<file path="src/inc/vts_pkg.sv">
// Notes on behaviour
// - Line 0 base; expanded: inputs 0-3, outputs 4-7
// - Input types: rising, falling, level high default
// - Base: immediate edges; expanded: edges at vblank
// - State read: bits 0-3 inputs, 4-7 outputs
// - Debounce locks line until untriggered at vblank
// - Per-line filter length and both-edge option, readable
// - Wait-any stalls until one masked line matches
// - Wait-all stalls while any masked line differs
// - Compare states to requested bits under mask
// - Switch gets highest set line; clear per mode
// - Switch value picks frame and video input
// - Board reset clears switch value
// - Direct write drives masked lines; zero mask fails
// - Direct write mask on input clears its latch
// - Lines 4-7 accept only output type
// - Line-synced pulse at programmed line, every field
// - Trigger-fired pulse starts immediately on edge
// - Per-line pulse length; line 7 twin pulse gap
// - Holdoff delays one-shot and trigger pulses only
// - Init: no sync/twin, 17 lines, holdoff 9/8
// - One-shot command emits one pulse (twin pair on line 7), holdoff applies
package vts_pkg;

  typedef struct packed {
    logic        psel;
    logic        penable;
    logic        pwrite;
    logic [7:0]  paddr;
    logic [31:0] pwdata;
  } vts_apb_req_t;

  typedef struct packed {
    logic hsync;
    logic vsync;
    logic vblank;
    logic field;
  } vts_video_t;

  typedef struct packed {
    logic       valid;
    logic       all;
    logic [3:0] state;
    logic [3:0] mask;
  } vts_wait_t;

  // =====================================
  // Register offsets
  localparam logic [7:0] VTS_CTRL      = 8'h00;
  localparam logic [7:0] VTS_TYPE      = 8'h04;
  localparam logic [7:0] VTS_STATES    = 8'h08;
  localparam logic [7:0] VTS_FILTER    = 8'h0c;
  localparam logic [7:0] VTS_SELECTOR  = 8'h10;
  localparam logic [7:0] VTS_ONE_SHOT  = 8'h14;
  localparam logic [7:0] VTS_SYNC      = 8'h18;
  localparam logic [7:0] VTS_TRIG      = 8'h1c;
  localparam logic [7:0] VTS_PLEN      = 8'h20;
  localparam logic [7:0] VTS_TWIN      = 8'h24;
  localparam logic [7:0] VTS_HMASK     = 8'h28;
  localparam logic [7:0] VTS_HSTART    = 8'h2c;
  localparam logic [7:0] VTS_HLEN      = 8'h30;

  // =====================================
  // Field positions
  localparam int unsigned VTS_CTRL_EXP  = 0;
  localparam int unsigned VTS_CTRL_RST  = 1;
  localparam int unsigned VTS_DW_MASK   = 8;
  localparam int unsigned VTS_FLT_BOTH  = 4;
  localparam int unsigned VTS_FLT_LEN   = 8;
  localparam int unsigned VTS_SYNC_LINE = 16;
  localparam int unsigned VTS_TRIG_SRC  = 4;
  localparam int unsigned VTS_TWIN_GAP  = 8;
  localparam int unsigned VTS_HST1      = 16;

  // =====================================
  // Line types
  localparam logic [1:0] VTS_TY_LEVEL = 2'h0;
  localparam logic [1:0] VTS_TY_RISE  = 2'h1;
  localparam logic [1:0] VTS_TY_FALL  = 2'h2;
  localparam logic [1:0] VTS_TY_OUT   = 2'h3;

  // =====================================
  // Timing and reset values
  localparam int unsigned VTS_LINE_NS   = 64000;
  localparam int unsigned VTS_PULSE_NS  = 1088000;
  localparam logic [7:0]  VTS_PLEN_RST  = 8'(VTS_PULSE_NS / VTS_LINE_NS);
  localparam logic [15:0] VTS_TYPE_RST  = 16'hff00;
  localparam logic [9:0]  VTS_HST0_RST  = 10'h009;
  localparam logic [9:0]  VTS_HST1_RST  = 10'h008;
  localparam logic [7:0]  VTS_HLEN_RST  = 8'h01;
  localparam logic [3:0]  VTS_HMASK_RST = 4'hf;
  localparam logic [3:0]  VTS_FLEN_RST  = 4'h0;
  localparam logic        VTS_EXP_RST   = 1'b1;

endpackage

</file>
<file path="src/hdl/vts_io.sv">
// Our own choices: the register offsets and the APB register port.
module vts_io (
  input  wire logic                 clk,
  input  wire logic                 reset_n,
  input  wire logic                 clk_en,
  input  vts_pkg::vts_apb_req_t     apb_req,
  output logic [31:0]               prdata,
  output logic                      pready,
  output logic                      pslverr,
  input  vts_pkg::vts_video_t       video,
  input  wire logic [3:0]           trig_in,
  input  vts_pkg::vts_wait_t        wait_head,
  output logic                      wait_done,
  output logic [1:0]                selector_value,
  output logic [3:0]                strobe_out
);
  import vts_pkg::*;

  // =====================================
  // State
  logic        expanded_q;
  logic [15:0] type_q;
  logic [3:0]  flt_en_q;
  logic [3:0]  flt_both_q;
  logic [15:0] flt_len_q;

  // Strobe setup
  logic [3:0]  sync_en_q;
  logic [9:0]  sync_line_q;
  logic [3:0]  arm_q;
  logic [1:0]  arm_src_q;
  logic [31:0] plen_q;
  logic        twin_en_q;
  logic [7:0]  gap_q;
  logic [3:0]  hmask_q;
  logic [9:0]  hst0_q;
  logic [9:0]  hst1_q;
  logic [7:0]  hlen_q;

  // Input tracking, video timing and queue
  logic [3:0]  latch_q;
  logic [3:0]  lock_q;
  logic [15:0] lcnt_q;
  logic [3:0]  prev_q;
  logic [3:0]  vbs_q;
  logic [1:0]  sel_q;
  logic [9:0]  line_q;
  logic        hs_q;
  logic        vs_q;
  logic        vb_q;
  logic        done_q;
  logic [3:0]  out_q;

  // Bus answer, always one wait state
  logic [31:0] prdata_q;
  logic        pready_q;
  logic        pslverr_q;

  // =====================================
  // Helpers
  // Highest set line wins; 0 when none is set
  function automatic logic [1:0] hi_idx(input logic [3:0] v);
    hi_idx = v[3] ? 2'd3 : v[2] ? 2'd2 : v[1] ? 2'd1 : 2'd0;
  endfunction

  // Inputs may not be outputs, outputs may be nothing else
  function automatic logic types_ok(input logic [15:0] t);
    types_ok = 1'b1;
    for (int k = 0; k < 8; k++) begin
      if ((k < 4) == (t[2*k +: 2] == VTS_TY_OUT)) begin
        types_ok = 1'b0;
      end
    end
  endfunction

  // =====================================
  // Video timing
  // One-cycle ticks on the rising sync levels
  wire hs_tick = video.hsync & ~hs_q;
  wire vs_tick = video.vsync & ~vs_q;
  wire vb_tick = video.vblank & ~vb_q;

  // Window end one bit wider so start plus length cannot wrap
  wire [9:0]  hst    = video.field ? hst1_q : hst0_q;
  wire [10:0] hend   = 11'(hst) + 11'(hlen_q);
  wire        in_hold = (line_q >= hst) && (11'(line_q) < hend);

  // =====================================
  // APB decode
  wire [7:0]  ad      = apb_req.paddr;
  wire [31:0] wd      = apb_req.pwdata;
  wire        access  = apb_req.psel & apb_req.penable;
  wire        is_wr   = apb_req.pwrite;
  // Writes land on the answer edge; refused ones never land
  wire        wr_fire = access & is_wr & pready_q & ~pslverr_q;
  wire        mapped  = (ad[1:0] == 2'b00) && (ad <= VTS_HLEN);
  wire        exp_reg = (ad == VTS_FILTER) || (ad == VTS_ONE_SHOT) || (ad == VTS_SYNC) ||
                        (ad == VTS_TRIG) || (ad == VTS_PLEN) || (ad == VTS_TWIN) ||
                        (ad == VTS_HMASK) || (ad == VTS_HSTART) || (ad == VTS_HLEN);
  wire        bad_wr  = is_wr && (((ad == VTS_TYPE) && !types_ok(wd[15:0])) ||
                        ((ad == VTS_STATES) && (wd[VTS_DW_MASK +: 8] == 8'h00)) ||
                        (exp_reg && !expanded_q));
  wire        err     = !mapped || bad_wr;
  // Board reset self-clears: it lives for one cycle only
  wire        soft_rst = wr_fire & (ad == VTS_CTRL) & wd[VTS_CTRL_RST];
  wire        dw_fire  = wr_fire & (ad == VTS_STATES);
  wire [7:0]  dw_mask  = wd[VTS_DW_MASK +: 8];

  // =====================================
  // Input lines
  wire [3:0] avail = expanded_q ? 4'hf : 4'h1;
  logic [3:0] state_live;
  logic [3:0] fire_ev;
  logic [3:0] clr_vec;

  // Level lines read live; edge lines latch until cleared
  for (genvar i = 0; i < 4; i++) begin : g_in
    wire [1:0] typ     = type_q[2*i +: 2];
    wire       is_lvl  = (typ == VTS_TY_LEVEL);
    wire       rise    = trig_in[i] & ~prev_q[i];
    wire       fall    = ~trig_in[i] & prev_q[i];
    wire       vrise   = vb_tick & trig_in[i] & ~vbs_q[i];
    wire       vfall   = vb_tick & ~trig_in[i] & vbs_q[i];
    wire       edge_now = (typ == VTS_TY_RISE) ? rise : (typ == VTS_TY_FALL) ? fall : 1'b0;
    wire       edge_vb  = (typ == VTS_TY_RISE) ? vrise : (typ == VTS_TY_FALL) ? vfall : 1'b0;
    wire       enabled  = avail[i] & ~lock_q[i];
    wire       detect   = enabled & (expanded_q ? edge_vb : edge_now);
    wire       untrig   = (typ == VTS_TY_FALL) ? trig_in[i] : ~trig_in[i];
    wire       filt_on  = expanded_q & flt_en_q[i];
    wire [3:0] flen     = flt_len_q[4*i +: 4];

    assign state_live[i] = is_lvl ? (enabled & trig_in[i]) : latch_q[i];
    // Strobe trigger uses the raw edge, not the vblank-sampled one
    assign fire_ev[i] = enabled & (is_lvl ? rise : edge_now);

    always_ff @(posedge clk or negedge reset_n) begin
      if (!reset_n) begin
        latch_q[i]       <= 1'b0;
        lock_q[i]        <= 1'b0;
        lcnt_q[4*i +: 4] <= VTS_FLEN_RST;
        prev_q[i]        <= 1'b0;
        vbs_q[i]         <= 1'b0;
      end else if (clk_en) begin
        prev_q[i] <= trig_in[i];
        if (vb_tick) begin
          vbs_q[i] <= trig_in[i];
        end
        // A new detection wins over a clear in the same cycle
        latch_q[i] <= ~is_lvl & (detect | (latch_q[i] & ~clr_vec[i]));
        // Lock starts on the acknowledge of a set line
        if (soft_rst) begin
          lock_q[i] <= 1'b0;
        end else if (filt_on && clr_vec[i] && state_live[i]) begin
          lock_q[i]        <= 1'b1;
          lcnt_q[4*i +: 4] <= flen;
        end else if (lock_q[i] && vb_tick) begin
          // Each quiet vblank counts the extra filter length down
          if (untrig) begin
            if (lcnt_q[4*i +: 4] == 4'h0) begin
              lock_q[i] <= 1'b0;
            end else begin
              lcnt_q[4*i +: 4] <= lcnt_q[4*i +: 4] - 4'h1;
            end
          end else if (flt_both_q[i]) begin
            lcnt_q[4*i +: 4] <= flen;
          end
        end
      end
    end
  end

  // =====================================
  // Queue wait
  wire [3:0] wmatch   = ~(state_live ^ wait_head.state) & wait_head.mask;
  wire       any_hit  = |wmatch;
  wire       all_hit  = (wmatch == wait_head.mask);
  // Blocked in the cycle after a hit, so one head entry
  // cannot be answered twice
  wire       hit      = wait_head.valid & ~done_q & (wait_head.all ? all_hit : any_hit);
  wire [3:0] set_seen = state_live & wait_head.mask;
  wire [1:0] hi       = hi_idx(set_seen);
  wire [3:0] any_clr  = (set_seen != 4'h0) ? (4'h1 << hi) : 4'h0;
  wire [3:0] wait_clr = hit ? (wait_head.all ? wait_head.mask : any_clr) : 4'h0;
  assign clr_vec = wait_clr | (dw_fire ? dw_mask[3:0] : 4'h0) | {4{soft_rst}};

  // =====================================
  // Strobe outputs
  for (genvar j = 0; j < 4; j++) begin : g_out
    logic       act_q;
    logic       pend_q;
    logic [1:0] ph_q;
    logic [7:0] cnt_q;
    wire  [7:0] plen     = plen_q[8*j +: 8];
    wire        one_shot = wr_fire & (ad == VTS_ONE_SHOT) & wd[j];
    wire        trg      = arm_q[j] & fire_ev[arm_src_q];
    wire        holding  = hmask_q[j] & in_hold;
    wire        sync_hit = sync_en_q[j] & hs_tick & (line_q == sync_line_q);
    // A request inside the window waits in pend_q until it closes
    wire        req      = one_shot | trg;
    wire        start    = sync_hit | ((req | pend_q) & ~holding);
    wire        twin     = (j == 3) && twin_en_q;

    always_ff @(posedge clk or negedge reset_n) begin
      if (!reset_n) begin
        act_q    <= 1'b0;
        pend_q   <= 1'b0;
        ph_q     <= 2'd0;
        cnt_q    <= 8'h00;
        out_q[j] <= 1'b0;
      end else if (clk_en) begin
        pend_q <= ~soft_rst & ~start & (pend_q | (req & holding));
        if (soft_rst) begin
          act_q    <= 1'b0;
          out_q[j] <= 1'b0;
        end else if (start) begin
          act_q    <= 1'b1;
          out_q[j] <= 1'b1;
          ph_q     <= 2'd0;
          cnt_q    <= plen;
        end else if (act_q && hs_tick) begin
          // Counts are in video lines, not clocks
          if (cnt_q > 8'h01) begin
            cnt_q <= cnt_q - 8'h01;
          end else if (twin && ph_q == 2'd0) begin
            ph_q     <= 2'd1;
            out_q[j] <= 1'b0;
            cnt_q    <= gap_q;
          end else if (ph_q == 2'd1) begin
            ph_q     <= 2'd2;
            out_q[j] <= 1'b1;
            cnt_q    <= plen;
          end else begin
            act_q    <= 1'b0;
            out_q[j] <= 1'b0;
          end
        end else if (dw_fire && dw_mask[4+j] && !act_q) begin
          // A running pulse wins over a direct write
          out_q[j] <= wd[4+j];
        end
      end
    end
  end

  // =====================================
  // Read mux
  // Write-only and unmapped words read as zero
  logic [31:0] rdata;
  always_comb begin
    rdata = 32'h0;
    unique case (ad)
      VTS_CTRL:     rdata = {31'h0, expanded_q};
      VTS_TYPE:     rdata = {16'h0, type_q};
      VTS_STATES:   rdata = {24'h0, out_q, state_live};
      VTS_FILTER:   rdata = {8'h0, flt_len_q, flt_both_q, flt_en_q};
      VTS_SELECTOR: rdata = {30'h0, sel_q};
      VTS_SYNC:     rdata = {6'h0, sync_line_q, 12'h0, sync_en_q};
      VTS_TRIG:     rdata = {26'h0, arm_src_q, arm_q};
      VTS_PLEN:     rdata = plen_q;
      VTS_TWIN:     rdata = {16'h0, gap_q, 7'h0, twin_en_q};
      VTS_HMASK:    rdata = {28'h0, hmask_q};
      VTS_HSTART:   rdata = {6'h0, hst1_q, 6'h0, hst0_q};
      VTS_HLEN:     rdata = {24'h0, hlen_q};
      default:      rdata = 32'h0;
    endcase
  end

  // =====================================
  // Bus, video and misc state
  always_ff @(posedge clk or negedge reset_n) begin
    if (!reset_n) begin
      pready_q  <= 1'b0;
      pslverr_q <= 1'b0;
      prdata_q  <= 32'h0;
      hs_q      <= 1'b0;
      vs_q      <= 1'b0;
      vb_q      <= 1'b0;
      line_q    <= 10'h000;
      done_q    <= 1'b0;
      sel_q     <= 2'd0;
    end else if (clk_en) begin
      // One-cycle answer pulse; read data then holds
      pready_q  <= access & ~pready_q;
      pslverr_q <= access & ~pready_q & err;
      if (access && !pready_q && !is_wr) begin
        prdata_q <= err ? 32'h0 : rdata;
      end

      hs_q <= video.hsync;
      vs_q <= video.vsync;
      vb_q <= video.vblank;
      if (vs_tick) begin
        line_q <= 10'h000;
      end else if (hs_tick) begin
        line_q <= line_q + 10'h001;
      end

      done_q <= hit;
      if (soft_rst) begin
        sel_q <= 2'd0;
      end else if (hit) begin
        sel_q <= hi;
      end
    end
  end

  // =====================================
  // Configuration registers
  always_ff @(posedge clk or negedge reset_n) begin
    if (!reset_n) begin
      expanded_q  <= VTS_EXP_RST;
      type_q      <= VTS_TYPE_RST;
      flt_en_q    <= 4'h0;
      flt_both_q  <= 4'h0;
      flt_len_q   <= {4{VTS_FLEN_RST}};
      sync_en_q   <= 4'h0;
      sync_line_q <= 10'h000;
      arm_q       <= 4'h0;
      arm_src_q   <= 2'd0;
      plen_q      <= {4{VTS_PLEN_RST}};
      twin_en_q   <= 1'b0;
      gap_q       <= 8'h00;
      hmask_q     <= VTS_HMASK_RST;
      hst0_q      <= VTS_HST0_RST;
      hst1_q      <= VTS_HST1_RST;
      hlen_q      <= VTS_HLEN_RST;
    end else if (clk_en) begin
      // Disarm after one fire; an arm written in the same cycle wins
      if (fire_ev[arm_src_q]) begin
        arm_q <= 4'h0;
      end

      if (soft_rst) begin
        arm_q     <= 4'h0;
        sync_en_q <= 4'h0;
      end else if (wr_fire) begin
        unique case (ad)
          VTS_CTRL:   expanded_q <= wd[VTS_CTRL_EXP];
          VTS_TYPE:   type_q <= wd[15:0];
          VTS_FILTER: begin
            flt_en_q   <= wd[3:0];
            flt_both_q <= wd[VTS_FLT_BOTH +: 4];
            flt_len_q  <= wd[VTS_FLT_LEN +: 16];
          end
          VTS_SYNC: begin
            sync_en_q   <= wd[3:0];
            sync_line_q <= wd[VTS_SYNC_LINE +: 10];
          end
          VTS_TRIG: begin
            arm_q     <= wd[3:0];
            arm_src_q <= wd[VTS_TRIG_SRC +: 2];
          end
          VTS_PLEN:   plen_q <= wd;
          VTS_TWIN: begin
            twin_en_q <= wd[0];
            gap_q     <= wd[VTS_TWIN_GAP +: 8];
          end
          VTS_HMASK:  hmask_q <= wd[3:0];
          VTS_HSTART: begin
            hst0_q <= wd[9:0];
            hst1_q <= wd[VTS_HST1 +: 10];
          end
          VTS_HLEN:   hlen_q <= wd[7:0];
          default:    hlen_q <= hlen_q;
        endcase
      end
    end
  end

  // Outputs come straight from flip-flops
  assign prdata         = prdata_q;
  assign pready         = pready_q;
  assign pslverr        = pslverr_q;
  assign wait_done      = done_q;
  assign selector_value = sel_q;
  assign strobe_out     = out_q;

endmodule

</file>
<file path="config.mk">
export PLATFORM = sky130hd
export DESIGN_NAME = vts_io
export DESIGN_NICKNAME = d
export VERILOG_FILES = /design/src/inc/vts_pkg.sv /design/src/hdl/vts_io.sv
export SDC_FILE = /design/constraint.sdc
export NUM_CORES = 1
export LEC_CHECK = 0
export BUFFER_PORTS_ARGS = -buffer_cell sky130_fd_sc_hd__buf_2
export CAP_MARGIN = 40
export CORE_UTILIZATION = 25
export CTS_CLUSTER_DIAMETER = 30
export DETAILED_ROUTE_END_ITERATION = 8
export PLACE_DENSITY = 0.52
export SLEW_MARGIN = 25
export SYNTH_ARGS = -nofsm -noshare
export SYNTH_HDL_FRONTEND = slang
export SYNTH_SLANG_ARGS = --single-unit
</file>
<file path="constraint.sdc">
create_clock -name clk -period 4.59 [get_ports clk]
set_input_delay 0.918 -clock clk [delete_from_list [all_inputs] [get_ports clk]]
set_output_delay 0.918 -clock clk [all_outputs]
set_load 0.01 [all_outputs]
</file>
==> flow_metrics.py, run 1 <==
metrics = {
    "clocking": {
        "cts_root_buf": "clkbuf_16",
        "cts_setup_buffers": 0,
        "htreeDepth": 2,
        "cts_buffer_depth": 3,
        "insertion_delay_ps": 620,
        "cts_sinks": 262,
        "cts_tree": "built",
        "post_cts_resized": 0,
        "cts_hold_buffers": 0,
        "clkTransAtPathRegs_ps": 60,
        "cts_inserted_buffers": 60,
    },
    "timing": {
        "max_slew_margin": 0.398,
        "worst_pin_slew_ps": 903,
        "timing.fmax_ghz": 0.235,
        "grt_setup_unrepaired": "no",
        "setup_violations": 0,
        "period_share": 0.928,
        "min_period_ps": 4260,
        "fin_skew_ps": 48.8,
        "finalHoldViolations": 0,
        "maxSlewViolCount": 0,
        "setup_tns_ps": 0,
    },
    "drt": {
        "final_antenna_net_count": 0,
        "drt_wl_total_um": 51700,
        "firstDrtPassIters": 8,
        "vias": 12800,
        "routed_via_density": 5.21,
        "drc": 0,
        "wl_per_cell_um": 21.1,
        "drt_first_iter_violations": 1112,
    },
    "floorplanning": {
        "fp.dieW_um": 245,
        "die_area_mm2": 0.0602,
        "core-area_mm2": 0.0581,
        "die_y_um": 245,
        "io_pins": 105,
        "start_util": 0.255,
        "num_rows": 88,
    },
    "grt": {
        "grt_pass1_vias": 12600,
        "grt_first_pass_wirelength_um": 78700,
        "grt_max_degree": 110,
        "grt.total_usage": 0.173,
        "grt.overflow.total": 0,
        "antenna_found_initial": 1,
    },
    "placement": {
        "place_area_mm2": 0.0167,
        "place_hpwl_um": 37900,
        "place_inst": 2331,
        "place.gp.congestion": 0.901,
        "port_buffers": 104,
    },
    "min_path": {
        "worstHoldPathType": "in -> async",
    },
    "job": {
        "cap_violations": 0,
    },
    "yosys": {
        "synth_cells": 1449,
        "synth_area_leader_cell": "dfrtp_1",
        "synth-edff-count": 0,
        "ys_top_cells_by_count": "237 x dfrtp_1, 131 x mux2_2, 119 x nand2_1",
        "avgSynthCellArea_um2": 10.2,
        "synth-main-ff-cell": "dfrtp_1",
        "netlist_area_mm2": 0.0148,
        "synth.distinct_cells": 88,
        "synth.most_common_cell": "dfrtp_1",
        "seq_area_frac_synth": 0.445,
        "synth_nets": 1554,
        "yosys_warnings": 0,
        "synthTopCellsByArea": "dfrtp_1 40%, mux2_2 10%, dfstp_2 4.4%",
        "async_flop_share": 1.00,
        "ys_seq_elements": 262,
        "synth_top_area_frac": 0.401,
    },
    "final_layout": {
        "finalInstanceArea_mm2": 0.0189,
        "register_area_mm2": 0.00659,
        "final_util": 0.325,
        "multi_input_area_mm2": 0.00775,
        "layout.nets": 1735,
        "syn_to_final_growth_pct": 27.6,
        "stdcell_count": 2447,
        "fill_cells": 5973,
        "layout-drive-gt1-share": 0.290,
    },
    "worst_setup_path": {
        "arrival_ps": 4760,
        "cp_max_fo": 11,
        "critPathLaunchType": "input pin",
        "worst_setup_path_end_kind": "flip-flop",
        "r2r_start": "hst0_q[1]$_DFFE_PN0P_",
        "required_ps": 5090,
        "path_class": "in -> reg",
        "crit_start": "video[0]",
    },
    "outcome": {
        "status": "completed",
    },
    "power": {
        "ir_worst_vdd_v": 0.000273,
        "cellPowerDensity_mw_per_mm2": 425,
        "leakagePower_nw": 8.46,
    },
}
==> metrics by stage <==
stage / total power [mW] / hold slack (ps) / worst slack (ps)
after global routing: 8.35 / 443 / 140
final: 8.02 / 381 / 329
after floorplan: 3.13 / 456 / 6.42
after CTS: 8.09 / 406 / 388
after detailed placement: 3.51 / 451 / -223
after global placement: 3.48 / 451 / -164
==> worst max-delay path, stage by stage <==
cell,delay (ps)
buf_2,140
mux2_2,360
ha_1,210
fa_2,350
a211oi_2,210
o21bai_1,120
a21o_1,200
a21o_1,170
a21oi_1,160
xnor2_1,140
ha_1,270
a21o_1,180
a21oi_2,180
o21ai_4,140
a211o_1,290
and3_1,310
buf_4,190
a22oi_1,190
==> routing by layer <==
layer	share of wire	GRT usage
met5	0	0
met4	0.026	0.0574
met3	0.070	0.0327
met2	0.45	0.268
met1	0.46	0.240
==> power breakdown <==
part	internal, mW	switching (mW)
logic	0.339	0.523
clock network	3.09	1.45
registers	2.47	0.156
==> state kept, by name, indices dropped and copies added (netlist names), 8 cells and up <==
register,count
gap_q,8
line_q,10
prdata,32
lcnt_q,16
hst0_q,10
hst1_q,10
flt_len_q,16
sync_line_q,10
hlen_q,8
type_q,16
g_out.cnt_q,32
plen_q,32
==> cell families after synthesis <==
family / count (synthesis) / synth area share
AOI/OAI and AO/OA: 370 / 0.183
muxes: 176 / 0.131
adders and majority gates: 41 / 0.0352
buffers and inverters: 138 / 0.0370
xor gates and xnor gates: 37 / 0.0219
DFF: 262 / 0.445
and+or+nand+nor: 425 / 0.146
==> worst paths after layout <==
kind	end	slack [ps]	depth (start not counted)
setup / recovery	g_out[1].cnt_q[7]$_DFFE_PN0P_	330	18
hold / removal	hst1_q[6]$_DFFE_PN0P_	380	1
setup reg to reg	g_out[3].cnt_q[5]$_DFFE_PN0P_	380	19
hold reg to reg	prdata[27]$_DFFE_PN0P_	460	2
max in group asynchronous	plen_q[0]$_DFFE_PN1P_	3170	2
min in group clk	prdata[27]$_DFFE_PN0P_	460	2
==> layout by cell type, fill, tap and decap left out, types with 16 or more instances in the layout <==
cell and n:
nor2_1 96, inv_1 80, a22oi_1 20, a31oi_1 29, buf_2 104, nand3_1 42
a222oi_1 29, mux2i_1 41, nor4_1 16, ha_1 40, dfstp_2 25, nand2b_1 18
dfrtp_1 237, xor2_1 22, nand2_1 119, a21oi_1 56, mux2_2 131, clkbuf_16 61
o2bb2ai_1 18, o21ai_0 80, buf_4 64, nor3_1 35
==> cell type report <==
type	count	area share
clock buffer	76	0.0886
timing repair buffer	176	0.0592
clock inverter	37	0.0260
antenna	1	0.000132
multi-input combinational	1049	0.411
inverter	81	0.0161
tap	765	0.0507
sequential	262	0.349
Power figures use the tool's default switching activity.
==> run 2: changes to the inputs <==
--- a/config.mk
+++ b/config.mk
@@ -10,6 +10,7 @@
 export CORE_UTILIZATION = 25
 export CTS_CLUSTER_DIAMETER = 30
 export DETAILED_ROUTE_END_ITERATION = 8
+export MAX_ROUTING_LAYER = met4
 export PLACE_DENSITY = 0.52
 export SLEW_MARGIN = 25
 export SYNTH_ARGS = -nofsm -noshare
==> flow_metrics.py, run 2 (synthesized netlist as in run 1, its figures left out) <==
metrics = {
    "clocking": {
        "cts_hold_buffers": 0,
        "clkTransAtPathRegs_ps": 40,
        "post_cts_resized": 0,
        "cts_tree": "built",
        "insertion_delay_ps": 590,
        "cts_buffer_depth": 3,
        "htreeDepth": 3,
        "cts_sinks": 262,
        "cts_inserted_buffers": 69,
        "cts_setup_buffers": 0,
        "cts_root_buf": "clkbuf_16",
    },
    "final_layout": {
        "stdcell_count": 2463,
        "layout.nets": 1744,
        "mostFrequentLayoutCell": "dfrtp_1",
        "final_cell_mix": "237 x dfrtp_1, 131 x mux2_2, 119 x nand2_1, 104 x buf_2, 96 x nor2_1",
        "layout-drive-gt1-share": 0.290,
        "fill_cells": 5951,
        "finalInstanceArea_mm2": 0.0190,
        "syn_to_final_growth_pct": 28.6,
    },
    "grt": {
        "grt_pass1_vias": 12700,
        "antenna_found_initial": 4,
        "grt.total_usage": 0.180,
        "grt_first_pass_wirelength_um": 79300,
        "grt_max_degree": 101,
        "grt.overflow.total": 0,
    },
    "timing": {
        "fin_ws_ps": 295,
        "period_share": 0.936,
        "setup_violations": 0,
        "grt_setup_unrepaired": "no",
        "timing.fmax_ghz": 0.233,
        "fin_skew_ps": 30.4,
        "maxSlewViolCount": 0,
        "worst_pin_slew_ps": 972,
        "min_period_ps": 4300,
        "max_slew_margin": 0.352,
        "finalHoldViolations": 0,
        "setup_tns_ps": 0,
    },
    "placement": {
        "place_area_mm2": 0.0167,
        "place_ws_ps": -252,
        "port_buffers": 104,
        "place.gp.congestion": 0.903,
        "place_inst": 2331,
        "place_hpwl_um": 37700,
    },
    "floorplanning": {
        "die_area_mm2": 0.0602,
        "fp.dieW_um": 245,
        "die_y_um": 245,
        "start_util": 0.255,
        "core-area_mm2": 0.0581,
        "io_pins": 105,
        "num_rows": 88,
    },
    "drt": {
        "final_antenna_net_count": 0,
        "drc": 0,
        "drt_first_iter_violations": 1187,
        "drt_wl_total_um": 51600,
        "firstDrtPassIters": 5,
        "routed_via_density": 5.11,
        "vias": 12600,
        "wl_per_cell_um": 21.0,
    },
    "worst_setup_path": {
        "critPathLaunchType": "input pin",
        "worst_setup_path_end_kind": "flip-flop",
        "required_ps": 5040,
        "path_class": "in -> reg",
        "arrival_ps": 4750,
        "cp_max_fo": 11,
    },
    "power": {
        "leakagePower_nw": 8.54,
        "cellPowerDensity_mw_per_mm2": 430,
        "finalPower_mw": 8.18,
        "ir_worst_vdd_v": 0.000259,
    },
    "min_path": {
        "worstHoldPathType": "in -> async",
    },
    "job": {
        "cap_violations": 0,
    },
    "outcome": {
        "status": "completed",
    },
}
run 2: metrics by stage:
step / hold slack, ps / util
global route: 464 / 0.327
floorplan: 456 / -
finish: 399 / 0.327
global placement: 451 / 0.287
detailed placement: 459 / 0.288
CTS: 430 / 0.327
run 2: final cells by class:
| type | instances | area, µm² | share of cell area |
|---|---|---|---|
| Tap cell | 765 | 957 | 0.0503 |
| Clock inverter | 28 | 278 | 0.0146 |
| Inverter | 81 | 304 | 0.0160 |
| Sequential cell | 262 | 6590 | 0.346 |
| Timing Repair Buffer | 176 | 1130 | 0.0595 |
| Clock buffer | 99 | 2000 | 0.105 |
| Multi-Input combinational cell | 1049 | 7750 | 0.408 |
| Antenna cell | 3 | 7.51 | 0.000395 |
run 2: critical path, cell delays in order:
cell and delay, ps:
buf_2 120, mux2_2 360, ha_1 210, fa_2 350, a211oi_2 220, o21bai_1 130
a21o_1 210, a21o_1 180, a21oi_1 170, xnor2_1 80, ha_1 330, nand3_1 130
o21ai_4 350, a211o_1 210, and3_1 380, mux2_2 390
run 2: final timing paths:
| check | from | endpoint | slack (ps) | cells past startpoint |
|---|---|---|---|---|
| min | reset_n | prdata[21]$_DFFE_PN0P_ | 400 | 1 |
| min reg2reg | prdata[29]$_DFFE_PN0P_ | prdata[29]$_DFFE_PN0P_ | 470 | 2 |
| max reg2reg | hst1_q[0]$_DFFE_PN0P_ | g_out[1].cnt_q[1]$_DFFE_PN0P_ | 420 | 15 |
| max in group asynchronous | reset_n | type_q[10]$_DFFE_PN1P_ | 3250 | 2 |
| max | video[0] | g_out[1].cnt_q[1]$_DFFE_PN0P_ | 290 | 16 |
| min in group clk | prdata[29]$_DFFE_PN0P_ | prdata[29]$_DFFE_PN0P_ | 470 | 2 |
run 2: where the power goes:
part           switching, mW  leakage (nW)  total, mW  internal (mW)
clock                   1.46          1.13       4.69           3.23
sequential             0.156          3.39       2.63           2.47
combinational          0.516          4.03      0.860          0.344
total                   2.14          8.54       8.18           6.04
run 2: routing by layer:
| layer | track usage | vias up | wire (µm) |
|---|---|---|---|
| met2 | 0.267 | 404 | 23100 |
| met5 | - | - | 0 |
| met4 | 0.0570 | 0 | 1190 |
| met3 | 0.0488 | 84 | 3800 |
| met1 | 0.238 | 6289 | 23500 |
| li1 | - | 5811 | - |
